===== src/inc/exec_pkg.sv =====
package exec_pkg;

  localparam int DATA_W = 8;
  localparam int ADDR_W = 5;
  localparam int INSTR_W = 12;

  // Instruction field positions
  localparam int DEST_BIT = 5;
  localparam int OPC6_LSB = 6;
  localparam int OPC4_LSB = 8;

  // Opcode patterns
  localparam logic [5:0] OPC_INC_SKIP = 6'h0F;
  localparam logic [5:0] OPC_OR_FILE = 6'h04;
  localparam logic [5:0] OPC_MOVE_FILE = 6'h08;
  localparam logic [3:0] OPC_OR_LIT = 4'hD;

  // Reset values and constants
  localparam logic [INSTR_W-1:0] NOP_WORD = 12'h000;
  localparam logic [DATA_W-1:0] ACC_RESET = 8'h00;
  localparam logic [DATA_W-1:0] DATA_ZERO = 8'h00;
  localparam logic [DATA_W-1:0] DATA_ONE = 8'h01;
  localparam logic [ADDR_W-1:0] ADDR_RESET = 5'h00;
  localparam logic ZERO_RESET = 1'b0;

  typedef enum logic [1:0] {ALU_PASS, ALU_INC, ALU_OR} alu_op_t;

endpackage : exec_pkg


===== src/inc/alu_if.sv =====
`timescale 1ns/1ps
interface alu_if;
  import exec_pkg::*;
  alu_op_t op;
  logic [DATA_W-1:0] a;
  logic [DATA_W-1:0] b;
  logic [DATA_W-1:0] result;
  logic zero;
  modport user (output op, output a, output b, input result, input zero);
  modport unit (input op, input a, input b, output result, output zero);
endinterface : alu_if


===== src/rtl/exec_alu.sv =====
`timescale 1ns/1ps
module exec_alu
  import exec_pkg::*;
(
  alu_if.unit port
);

  always_comb begin
    unique case (port.op)
      ALU_INC: port.result = port.a + DATA_ONE;
      ALU_OR: port.result = port.a | port.b;
      ALU_PASS: port.result = port.a;
      default: port.result = port.a;
    endcase
    // Zero on an all-clear 8-bit result
    port.zero = (port.result == DATA_ZERO);
  end

endmodule : exec_alu


===== src/rtl/inc_skip_or_move_exec.sv =====
`timescale 1ns/1ps
module inc_skip_or_move_exec
  import exec_pkg::*;
(
  input wire logic i_clk,
  input wire logic i_sys_rst,
  input wire logic [INSTR_W-1:0] i_instr,
  input wire logic i_instr_valid,
  input wire logic [DATA_W-1:0] i_file_rdata,
  output logic [ADDR_W-1:0] o_file_raddr,
  output logic o_file_we,
  output logic [ADDR_W-1:0] o_file_waddr,
  output logic [DATA_W-1:0] o_file_wdata,
  output logic [DATA_W-1:0] o_acc,
  output logic o_zero,
  output logic o_skip,
  output logic o_nop_slot
);

  ////////////////////////////////////////////////////////////////////////////
  // Decode stage
  logic [INSTR_W-1:0] dec_instr_q, dec_instr_d;
  logic dec_valid_q, dec_valid_d;
  logic dec_squash_q, dec_squash_d;
  logic squash_pend_q, squash_pend_d;
  logic [ADDR_W-1:0] raddr_q, raddr_d;
  logic skip_now;

  always_comb begin
    dec_instr_d = dec_instr_q;
    dec_valid_d = 1'b0;
    dec_squash_d = 1'b0;
    squash_pend_d = squash_pend_q;
    raddr_d = raddr_q;
    if (i_instr_valid) begin
      if (skip_now || squash_pend_q) begin
        // Prefetched word dropped, slot runs as a no-op
        dec_instr_d = NOP_WORD;
        dec_squash_d = 1'b1;
        squash_pend_d = 1'b0;
      end else begin
        dec_instr_d = i_instr;
        dec_valid_d = 1'b1;
        raddr_d = i_instr[ADDR_W-1:0];
      end
    end else if (skip_now) begin
      squash_pend_d = 1'b1;
    end
  end

  always_ff @(posedge i_clk or posedge i_sys_rst) begin
    if (i_sys_rst) begin
      dec_instr_q <= NOP_WORD;
      dec_valid_q <= 1'b0;
      dec_squash_q <= 1'b0;
      squash_pend_q <= 1'b0;
      raddr_q <= ADDR_RESET;
    end else begin
      dec_instr_q <= dec_instr_d;
      dec_valid_q <= dec_valid_d;
      dec_squash_q <= dec_squash_d;
      squash_pend_q <= squash_pend_d;
      raddr_q <= raddr_d;
    end
  end

  ////////////////////////////////////////////////////////////////////////////
  // Execute stage
  logic is_inc, is_orl, is_orf, is_mov, dest_file;
  logic [DATA_W-1:0] exec_lit;
  logic [DATA_W-1:0] acc_q, acc_d, wdata_q, wdata_d;
  logic zero_q, zero_d, we_q, we_d, skip_q, skip_d;
  logic [ADDR_W-1:0] waddr_q, waddr_d;

  alu_if alu ();

  exec_alu u_alu (
    .port(alu)
  );

  assign is_inc = dec_valid_q && (dec_instr_q[INSTR_W-1:OPC6_LSB] == OPC_INC_SKIP);
  assign is_orf = dec_valid_q && (dec_instr_q[INSTR_W-1:OPC6_LSB] == OPC_OR_FILE);
  assign is_mov = dec_valid_q && (dec_instr_q[INSTR_W-1:OPC6_LSB] == OPC_MOVE_FILE);
  assign is_orl = dec_valid_q && (dec_instr_q[INSTR_W-1:OPC4_LSB] == OPC_OR_LIT);
  assign dest_file = dec_instr_q[DEST_BIT];
  assign exec_lit = dec_instr_q[DATA_W-1:0];
  assign skip_now = is_inc && alu.zero;

  always_comb begin
    alu.op = ALU_PASS;
    alu.a = i_file_rdata;
    alu.b = acc_q;
    if (is_inc) begin
      alu.op = ALU_INC;
    end else if (is_orl) begin
      alu.op = ALU_OR;
      alu.a = acc_q;
      alu.b = exec_lit;
    end else if (is_orf) begin
      alu.op = ALU_OR;
    end
  end

  always_comb begin
    acc_d = acc_q;
    zero_d = zero_q;
    we_d = 1'b0;
    waddr_d = waddr_q;
    wdata_d = wdata_q;
    skip_d = skip_now;
    if (is_orl) begin
      acc_d = alu.result;
      zero_d = alu.zero;
    end else if (is_inc || is_orf || is_mov) begin
      if (dest_file) begin
        we_d = 1'b1;
        waddr_d = raddr_q;
        wdata_d = alu.result;
      end else begin
        acc_d = alu.result;
      end
      if (!is_inc) begin
        zero_d = alu.zero;
      end
    end
  end

  always_ff @(posedge i_clk or posedge i_sys_rst) begin
    if (i_sys_rst) begin
      acc_q <= ACC_RESET;
      zero_q <= ZERO_RESET;
      we_q <= 1'b0;
      waddr_q <= ADDR_RESET;
      wdata_q <= DATA_ZERO;
      skip_q <= 1'b0;
    end else begin
      acc_q <= acc_d;
      zero_q <= zero_d;
      we_q <= we_d;
      waddr_q <= waddr_d;
      wdata_q <= wdata_d;
      skip_q <= skip_d;
    end
  end

  assign o_file_raddr = raddr_q;
  assign o_file_we = we_q;
  assign o_file_waddr = waddr_q;
  assign o_file_wdata = wdata_q;
  assign o_acc = acc_q;
  assign o_zero = zero_q;
  assign o_skip = skip_q;
  assign o_nop_slot = dec_squash_q;

  ////////////////////////////////////////////////////////////////////////////
  // Checks
  inc_acc_a: assert property (@(posedge i_clk) disable iff (i_sys_rst)
    is_inc && !dest_file |=> o_acc == $past(i_file_rdata) + DATA_ONE && !o_file_we)
    else $error("increment to accumulator wrong");

  inc_file_a: assert property (@(posedge i_clk) disable iff (i_sys_rst)
    is_inc && dest_file |=> o_file_we && o_file_wdata == $past(i_file_rdata) + DATA_ONE
      && $stable(o_acc))
    else $error("increment write-back wrong");

  inc_flag_a: assert property (@(posedge i_clk) disable iff (i_sys_rst)
    is_inc |=> $stable(o_zero))
    else $error("increment changed zero flag");

  skip_cond_a: assert property (@(posedge i_clk) disable iff (i_sys_rst)
    is_inc |=> o_skip == ($past(i_file_rdata) == 8'hFF))
    else $error("skip decision wrong");

  skip_squash_a: assert property (@(posedge i_clk) disable iff (i_sys_rst)
    skip_now && i_instr_valid |=> o_nop_slot && !dec_valid_q ##1 !o_file_we && !o_skip)
    else $error("prefetched word not squashed");

  skip_pend_a: assert property (@(posedge i_clk) disable iff (i_sys_rst)
    squash_pend_q && i_instr_valid |=> o_nop_slot && !dec_valid_q && $stable(o_file_raddr))
    else $error("pending squash not applied");

  nop_once_a: assert property (@(posedge i_clk) disable iff (i_sys_rst)
    o_nop_slot |=> !o_nop_slot)
    else $error("no-op slot longer than one cycle");

  orl_acc_a: assert property (@(posedge i_clk) disable iff (i_sys_rst)
    is_orl |=> o_acc == ($past(acc_q) | $past(exec_lit)) && !o_file_we)
    else $error("literal OR wrong");

  orl_zero_a: assert property (@(posedge i_clk) disable iff (i_sys_rst)
    is_orl |=> o_zero == (o_acc == DATA_ZERO))
    else $error("literal OR zero flag wrong");

  orf_dest_a: assert property (@(posedge i_clk) disable iff (i_sys_rst)
    is_orf && dest_file |=> o_file_we && $stable(o_acc)
      && o_file_wdata == ($past(acc_q) | $past(i_file_rdata))
      && o_zero == (o_file_wdata == DATA_ZERO))
    else $error("register OR write-back wrong");

  orf_acc_a: assert property (@(posedge i_clk) disable iff (i_sys_rst)
    is_orf && !dest_file |=> !o_file_we && o_acc == ($past(acc_q) | $past(i_file_rdata))
      && o_zero == (o_acc == DATA_ZERO))
    else $error("register OR to accumulator wrong");

  mov_acc_a: assert property (@(posedge i_clk) disable iff (i_sys_rst)
    is_mov && !dest_file |=> o_acc == $past(i_file_rdata) && !o_file_we)
    else $error("move to accumulator wrong");

  mov_zero_a: assert property (@(posedge i_clk) disable iff (i_sys_rst)
    is_mov && dest_file |=> o_file_wdata == $past(i_file_rdata)
      && o_file_waddr == $past(raddr_q) && o_zero == ($past(i_file_rdata) == DATA_ZERO))
    else $error("move zero test wrong");

  idle_quiet_a: assert property (@(posedge i_clk) disable iff (i_sys_rst)
    !(is_inc || is_orl || is_orf || is_mov) |=> !o_file_we && !o_skip && $stable(o_zero)
      && $stable(o_acc))
    else $error("idle slot changed state");

endmodule : inc_skip_or_move_exec

===== config.mk =====
export PLATFORM = sky130hd
export DESIGN_NAME = inc_skip_or_move_exec
export DESIGN_NICKNAME = d
export VERILOG_FILES = /design/src/inc/exec_pkg.sv /design/src/inc/alu_if.sv /design/src/rtl/exec_alu.sv /design/src/rtl/inc_skip_or_move_exec.sv
export SDC_FILE = /design/constraint.sdc
export NUM_CORES = 1
export LEC_CHECK = 0
export BUFFER_PORTS_ARGS = -buffer_cell sky130_fd_sc_hd__buf_2
export CORE_MARGIN = 8
export CORE_UTILIZATION = 50
export DETAILED_ROUTE_END_ITERATION = 7
export GPL_ROUTABILITY_DRIVEN = 0
export PLACE_DENSITY = 0.8
export RECOVER_POWER = 25
export SLEW_MARGIN = 5
export SYNTH_ARGS = -nofsm -noshare
export SYNTH_HDL_FRONTEND = slang
export SYNTH_SLANG_ARGS = --single-unit

===== constraint.sdc =====
create_clock -name i_clk -period 6.5 [get_ports i_clk]
set_clock_uncertainty 0.15 [all_clocks]
set_input_delay 0.65 -clock i_clk [delete_from_list [all_inputs] [get_ports i_clk]]
set_output_delay 0.65 -clock i_clk [all_outputs]
set_load 0.005 [all_outputs]

After elaboration in Yosys (flattened, before gate mapping)
Cells that the tools add are included.

storage, ports and cells
  output and inout bits = 30
  logic and storage cells = 65
  register bits after elaboration = 44

cells by class
  reduce and logical (&&, ||, !) cells = 16
  equal/unequal tests = 9
  multiplexer cells = 25
  bitwise gates (word level) = 3
  add/subtract/negate cells = 1

operators with widths
  operator             number
  $mux 8               7
  $pmux 8 s2           1
  $mux 1               13
  $eq 6x4->1 const B   2
  $mux 12              1
  $add 8x1->8 const B  1
  $logic_not 8->1      1
  $or 8x8->8           1
  $reduce_and 2->1     4
  $eq 6x3->1 const B   1
  $mux 2               3
  $ne 2x1->1 const B   3
  $logic_and 1x1->1    5
  $eq 4x4->1 const B   1
  $reduce_bool 2->1    2
  $logic_or 1x1->1     3
  $reduce_and 3->1     1
  $eq 2x1->1 const B   1
  $eq 2x2->1 const B   1
  $not 1->1            2

Depth between registers and ports, before layout
  depth after elaboration = 12
  depth in mapped cells = 14
  mapped depth without buffers = 12

Modules after synthesis
A second synthesis with hierarchy kept.

unflattened totals
  cell total of the unflattened synthesis = 217
  area total of the unflattened synthesis = 2290.9 µm²

by module, submodules not included
  module                 times used  cells each  area an instance (µm²)
  inc_skip_or_move_exec  1           161         1930.6
  exec_alu               1           56          360.3

Worst setup path before layout
OpenSTA, ideal clock, no wires.

  path type = register -> register
  start = register dec_instr_q[9]
  end = register raddr_q[0] (netlist: o_file_raddr[0])
  slack = 3.609 ns
  buffers on the path = 0
  stages on the path, launching flop included = 13
  clock period less this slack = 2.891 ns
  arrival time = 2.616 ns
  required time = 6.225 ns
  path through = dfrtp_1 -> nand3b_1 -> nor2_1 -> nand2_1 -> nand2_1 -> ha_1 -> nand3_1 -> xnor2_1 -> o22ai_1 -> nand3b_2 -> nor4_4 -> nor3_4 -> mux2_4

on the way
  longest elaborated chain between the ends = 12
  elaborated cells on any way between the ends = 23

RTL lines
  what                                                 line                         RTL
  start: declaration                                   inc_skip_or_move_exec.sv:22  logic [INSTR_W-1:0] dec_instr_q, dec_instr_d;
  start signal: assignment                             inc_skip_or_move_exec.sv:59  dec_instr_q <= dec_instr_d;
  branches (longest 8 deep; another with $add 8x1->8)  --
  $logic_and 1x1->1 *                                  inc_skip_or_move_exec.sv:87  assign skip_now = is_inc && alu.zero;
  $logic_or 1x1->1 *                                   inc_skip_or_move_exec.sv:36  if (skip_now || squash_pend_q) begin
  $not 1->1 (no source line) *                         --
  $reduce_and 2->1 (no source line) *                  --
  end signal: assignment                               inc_skip_or_move_exec.sv:63  raddr_q <= raddr_d;
  end: declaration                                     inc_skip_or_move_exec.sv:26  logic [ADDR_W-1:0] raddr_q, raddr_d;

Every way passes the cells marked *.
A chain may end at the register's enable or synchronous reset.

Worst setup path after layout
Same ends and word-level chain as after synthesis.

==> flow_metrics.env <==
export IMPL_synthesis_nets=217
export IMPL_core_area_um2=4290
export IMPL_worst_slew_pin_slew_ns=2.25
export IMPL_ant_nets=0
export IMPL_grt_remaining_overflow=0
export IMPL_clk_latency_ns=0.29
export IMPL_antenna_found_initial=0
export IMPL_syn_avg_cell_area_um2=11.4
export IMPL_route_vias_total=1759
export IMPL_grt_max_degree=45
export IMPL_synth_area_um2=2210
export IMPL_cts_resized=0
export IMPL_drc=0
export IMPL_cap_violations=1
export IMPL_pin_count=53
export IMPL_cts_buffers=5
export IMPL_antenna_cells=0
export IMPL_rows=24
export IMPL_post_synth_inst_count=193
export IMPL_synth_edf_count=0
export IMPL_wire_per_inst_um=17.5
export IMPL_die_h_um=82.5
export IMPL_synth_area_leaders="dfrtp_1 (50%), mux2_2 (5.6%), a22o_1 (4.8%)"
export IMPL_end_kind="flip-flop"
export IMPL_hold_path_class="reg -> reg"
export IMPL_synth_top_area_frac=0.498
export IMPL_setup_viol=0
export IMPL_ys_ff_latch=44
export IMPL_clock_sinks=44
export IMPL_nets=272
export IMPL_grt_pass1_vias=1800
export IMPL_yosysTopAreaCell="dfrtp_1"
export IMPL_postCtsSetupBuffers=0
export IMPL_path_clk_slew_ns=0.08
export IMPL_clock_fmax_ghz=0.282
export IMPL_grt_pass1_wl_um=8560
export IMPL_area_delta_synth_final_pct=16.7
export IMPL_outcome="finished with violations"
export IMPL_period_share=0.546
export IMPL_drv_slew=45
export IMPL_leakage_nw=1.26
export IMPL_fin_area_um2=2580
export IMPL_peakVddDrop_uv=160
export IMPL_utilization=0.601
export IMPL_cts_root_buf="clkbuf_8"
export IMPL_ctsHoldBuffers=0
export IMPL_finalHoldViolCount=0
export IMPL_clockBufferDepth=2
export IMPL_placed_area_um2=2500
export IMPL_grt_setup_unrepaired="false"
export IMPL_die_x_um=82.5
export IMPL_max_slew_margin_rel=-0.502
export IMPL_synth_flop_cell="dfrtp_1"
export IMPL_setup_tns_ns=0
export IMPL_drive_gt1_frac=0.371
export IMPL_seq_area_frac_synth=0.498
export IMPL_worst_setup_path_type="reg -> reg"
export IMPL_drt_initial_drc_count=266
export IMPL_ys_warn_count=0
export IMPL_htreeDepth=2
export IMPL_initial_core_util=0.515
export IMPL_worst_endpoint_required_ns=6.53
export IMPL_violations="max-capacitance violations, max-slew violations"
export IMPL_finalCriticalPeriod_ns=3.55
export IMPL_routed_wl_um=5250
export IMPL_cp_start_kind="flip-flop"
export IMPL_grt_total_usage=0.164
export IMPL_critPathArrivalTime_ns=3.57
export IMPL_cts_tree="yes"
export IMPL_viasPerCell=5.86
export IMPL_crit_fanout=18
export IMPL_die_area_um2=6800
export IMPL_synth_cell_type_count=49
export IMPL_post_dp_hpwl_um=3940
export IMPL_drtPass1Iterations=4
export IMPL_numPortBuffers=52
export IMPL_power_density_nw_per_um2=290
export IMPL_async_flop_share=1.00
[path summary, 6_finish.rpt]
| check | start | end | slack [ns] | cells past startpoint |
|---|---|---|---|---|
| worst max-delay path | dec_instr_q[9]$_DFFE_PP0P_ | o_file_raddr[0]$_DFFE_PP0P_ | 2.95 | 12 |
| worst min-delay path | o_zero$_DFFE_PP0P_ | o_zero$_DFFE_PP0P_ | 0.35 | 2 |
| worst max register to register | dec_instr_q[9]$_DFFE_PP0P_ | o_file_raddr[0]$_DFFE_PP0P_ | 2.95 | 12 |
| worst min register to register | o_zero$_DFFE_PP0P_ | o_zero$_DFFE_PP0P_ | 0.35 | 2 |
| max in group asynchronous | i_sys_rst | o_file_waddr[1]$_DFFE_PP0P_ | 3.90 | 3 |
| min in group asynchronous | i_sys_rst | o_skip$_DFF_PP0_ | 1.02 | 3 |
[Yosys cell counts, types with 2 or more instances]
| cell type | number |
|---|---|
| and3_1 | 2 |
| nor2_1 | 13 |
| nand2_1 | 11 |
| mux2_4 | 5 |
| xnor2_1 | 2 |
| clkbuf_1 | 2 |
| dfrtp_1 | 44 |
| mux2i_1 | 5 |
| nand2_2 | 4 |
| a21oi_1 | 9 |
| nor4_1 | 3 |
| o211ai_1 | 2 |
| o21ai_0 | 5 |
| and4b_1 | 2 |
| a31oi_1 | 4 |
| o22ai_1 | 2 |
| inv_1 | 11 |
| nand3_1 | 6 |
| buf_6 | 3 |
| o211ai_2 | 2 |
| mux2_2 | 11 |
| a22o_1 | 12 |
| o21ai_1 | 4 |
| and2_1 | 2 |
| a21oi_2 | 2 |
| xor2_1 | 2 |
[metal layers]
metal  vias up  track usage  wire length, um
met1       832        0.215             2290
met5         -            0                0
li1        833            -                -
met2        78        0.241             2310
met4         0       0.0737              127
met3        16       0.0519              519
[kinds of logic after synthesis]
family,count (synthesis),synth area share
multiplexers,22,0.118
AO/OA/AOI/OAI,52,0.173
adder cells (fa/ha/maj),1,0.00566
flip-flops,44,0.498
XOR/XNOR,4,0.0159
buffers and inverters,16,0.0374
AND/OR/NAND/NOR,54,0.152
[worst max-delay path: stages (launching register included)]
cell,delay (ns)
dfrtp_1,0.43
nand3b_1,0.31
nor2_1,0.32
nand2_1,0.09
nand2_1,0.07
ha_1,0.19
nand3_1,0.15
xnor2_1,0.16
o22ai_1,0.31
nand3b_2,0.23
nor4_4,0.06
nor3_4,0.62
mux2_4,0.36
[state kept, by name, indices dropped and copies added (netlist names)]
name,cells
o_nop_slot,1
o_file_waddr,5
o_acc,8
o_file_we,1
o_file_raddr,5
dec_instr_q,12
o_zero,1
o_skip,1
squash_pend_q,1
o_file_wdata,8
dec_valid_q,1
[where the power goes]
group / switching (W) / leakage [nW] / internal (W)
logic: 0.0000933 / 0.687 / 0.000102
clock network: 0.0000882 / 0.0400 / 0.0000728
registers: 0.0000513 / 0.531 / 0.000339
total: 0.000233 / 1.26 / 0.000514
[through the flow]
step | power [W] | hold slack, ns | instances | worst slack (ns)
floorplan | 0.000491 | 0.315 | 193 | 3.61
global route | 0.000796 | 0.364 | 300 | 2.65
CTS | 0.000754 | 0.339 | 300 | 2.96
global placement | 0.000587 | 0.330 | 293 | 3.10
finish | 0.000747 | 0.349 | 300 | 2.95
detailed placement | 0.000594 | 0.332 | 293 | 2.98
[area by class of cell]
cell class,instances,area [um2]
fillers,355,1720
clock inverters,2,12.5
flip-flops and latches,44,1100
clock buffers,5,68.8
multi-input cells,133,1030
inverters,11,41.3
well taps,52,65.1
repair buffers,53,264
[cells in the final DEF (no fill, tap or decap), types with 2 or more instances in the layout]
cell / netlist / layout
a21oi_1: 9 / 9
a21oi_2: 2 / 2
a22o_1: 12 / 12
a31oi_1: 4 / 4
and2_1: 2 / 2
and3_1: 2 / 2
and4b_1: 2 / 2
buf_2: 0 / 52
clkbuf_8: 0 / 5
dfrtp_1: 44 / 44
inv_1: 11 / 10
mux2_2: 11 / 11
mux2_4: 5 / 5
mux2i_1: 5 / 5
nand2_1: 11 / 11
nand2_2: 4 / 4
nand3_1: 6 / 6
nor2_1: 13 / 13
nor4_1: 3 / 3
o211ai_1: 2 / 2
o211ai_2: 2 / 2
o21ai_0: 5 / 5
o21ai_1: 4 / 4
o22ai_1: 2 / 2
xnor2_1: 2 / 2
xor2_1: 2 / 2
Power figures use the tool's default switching activity.
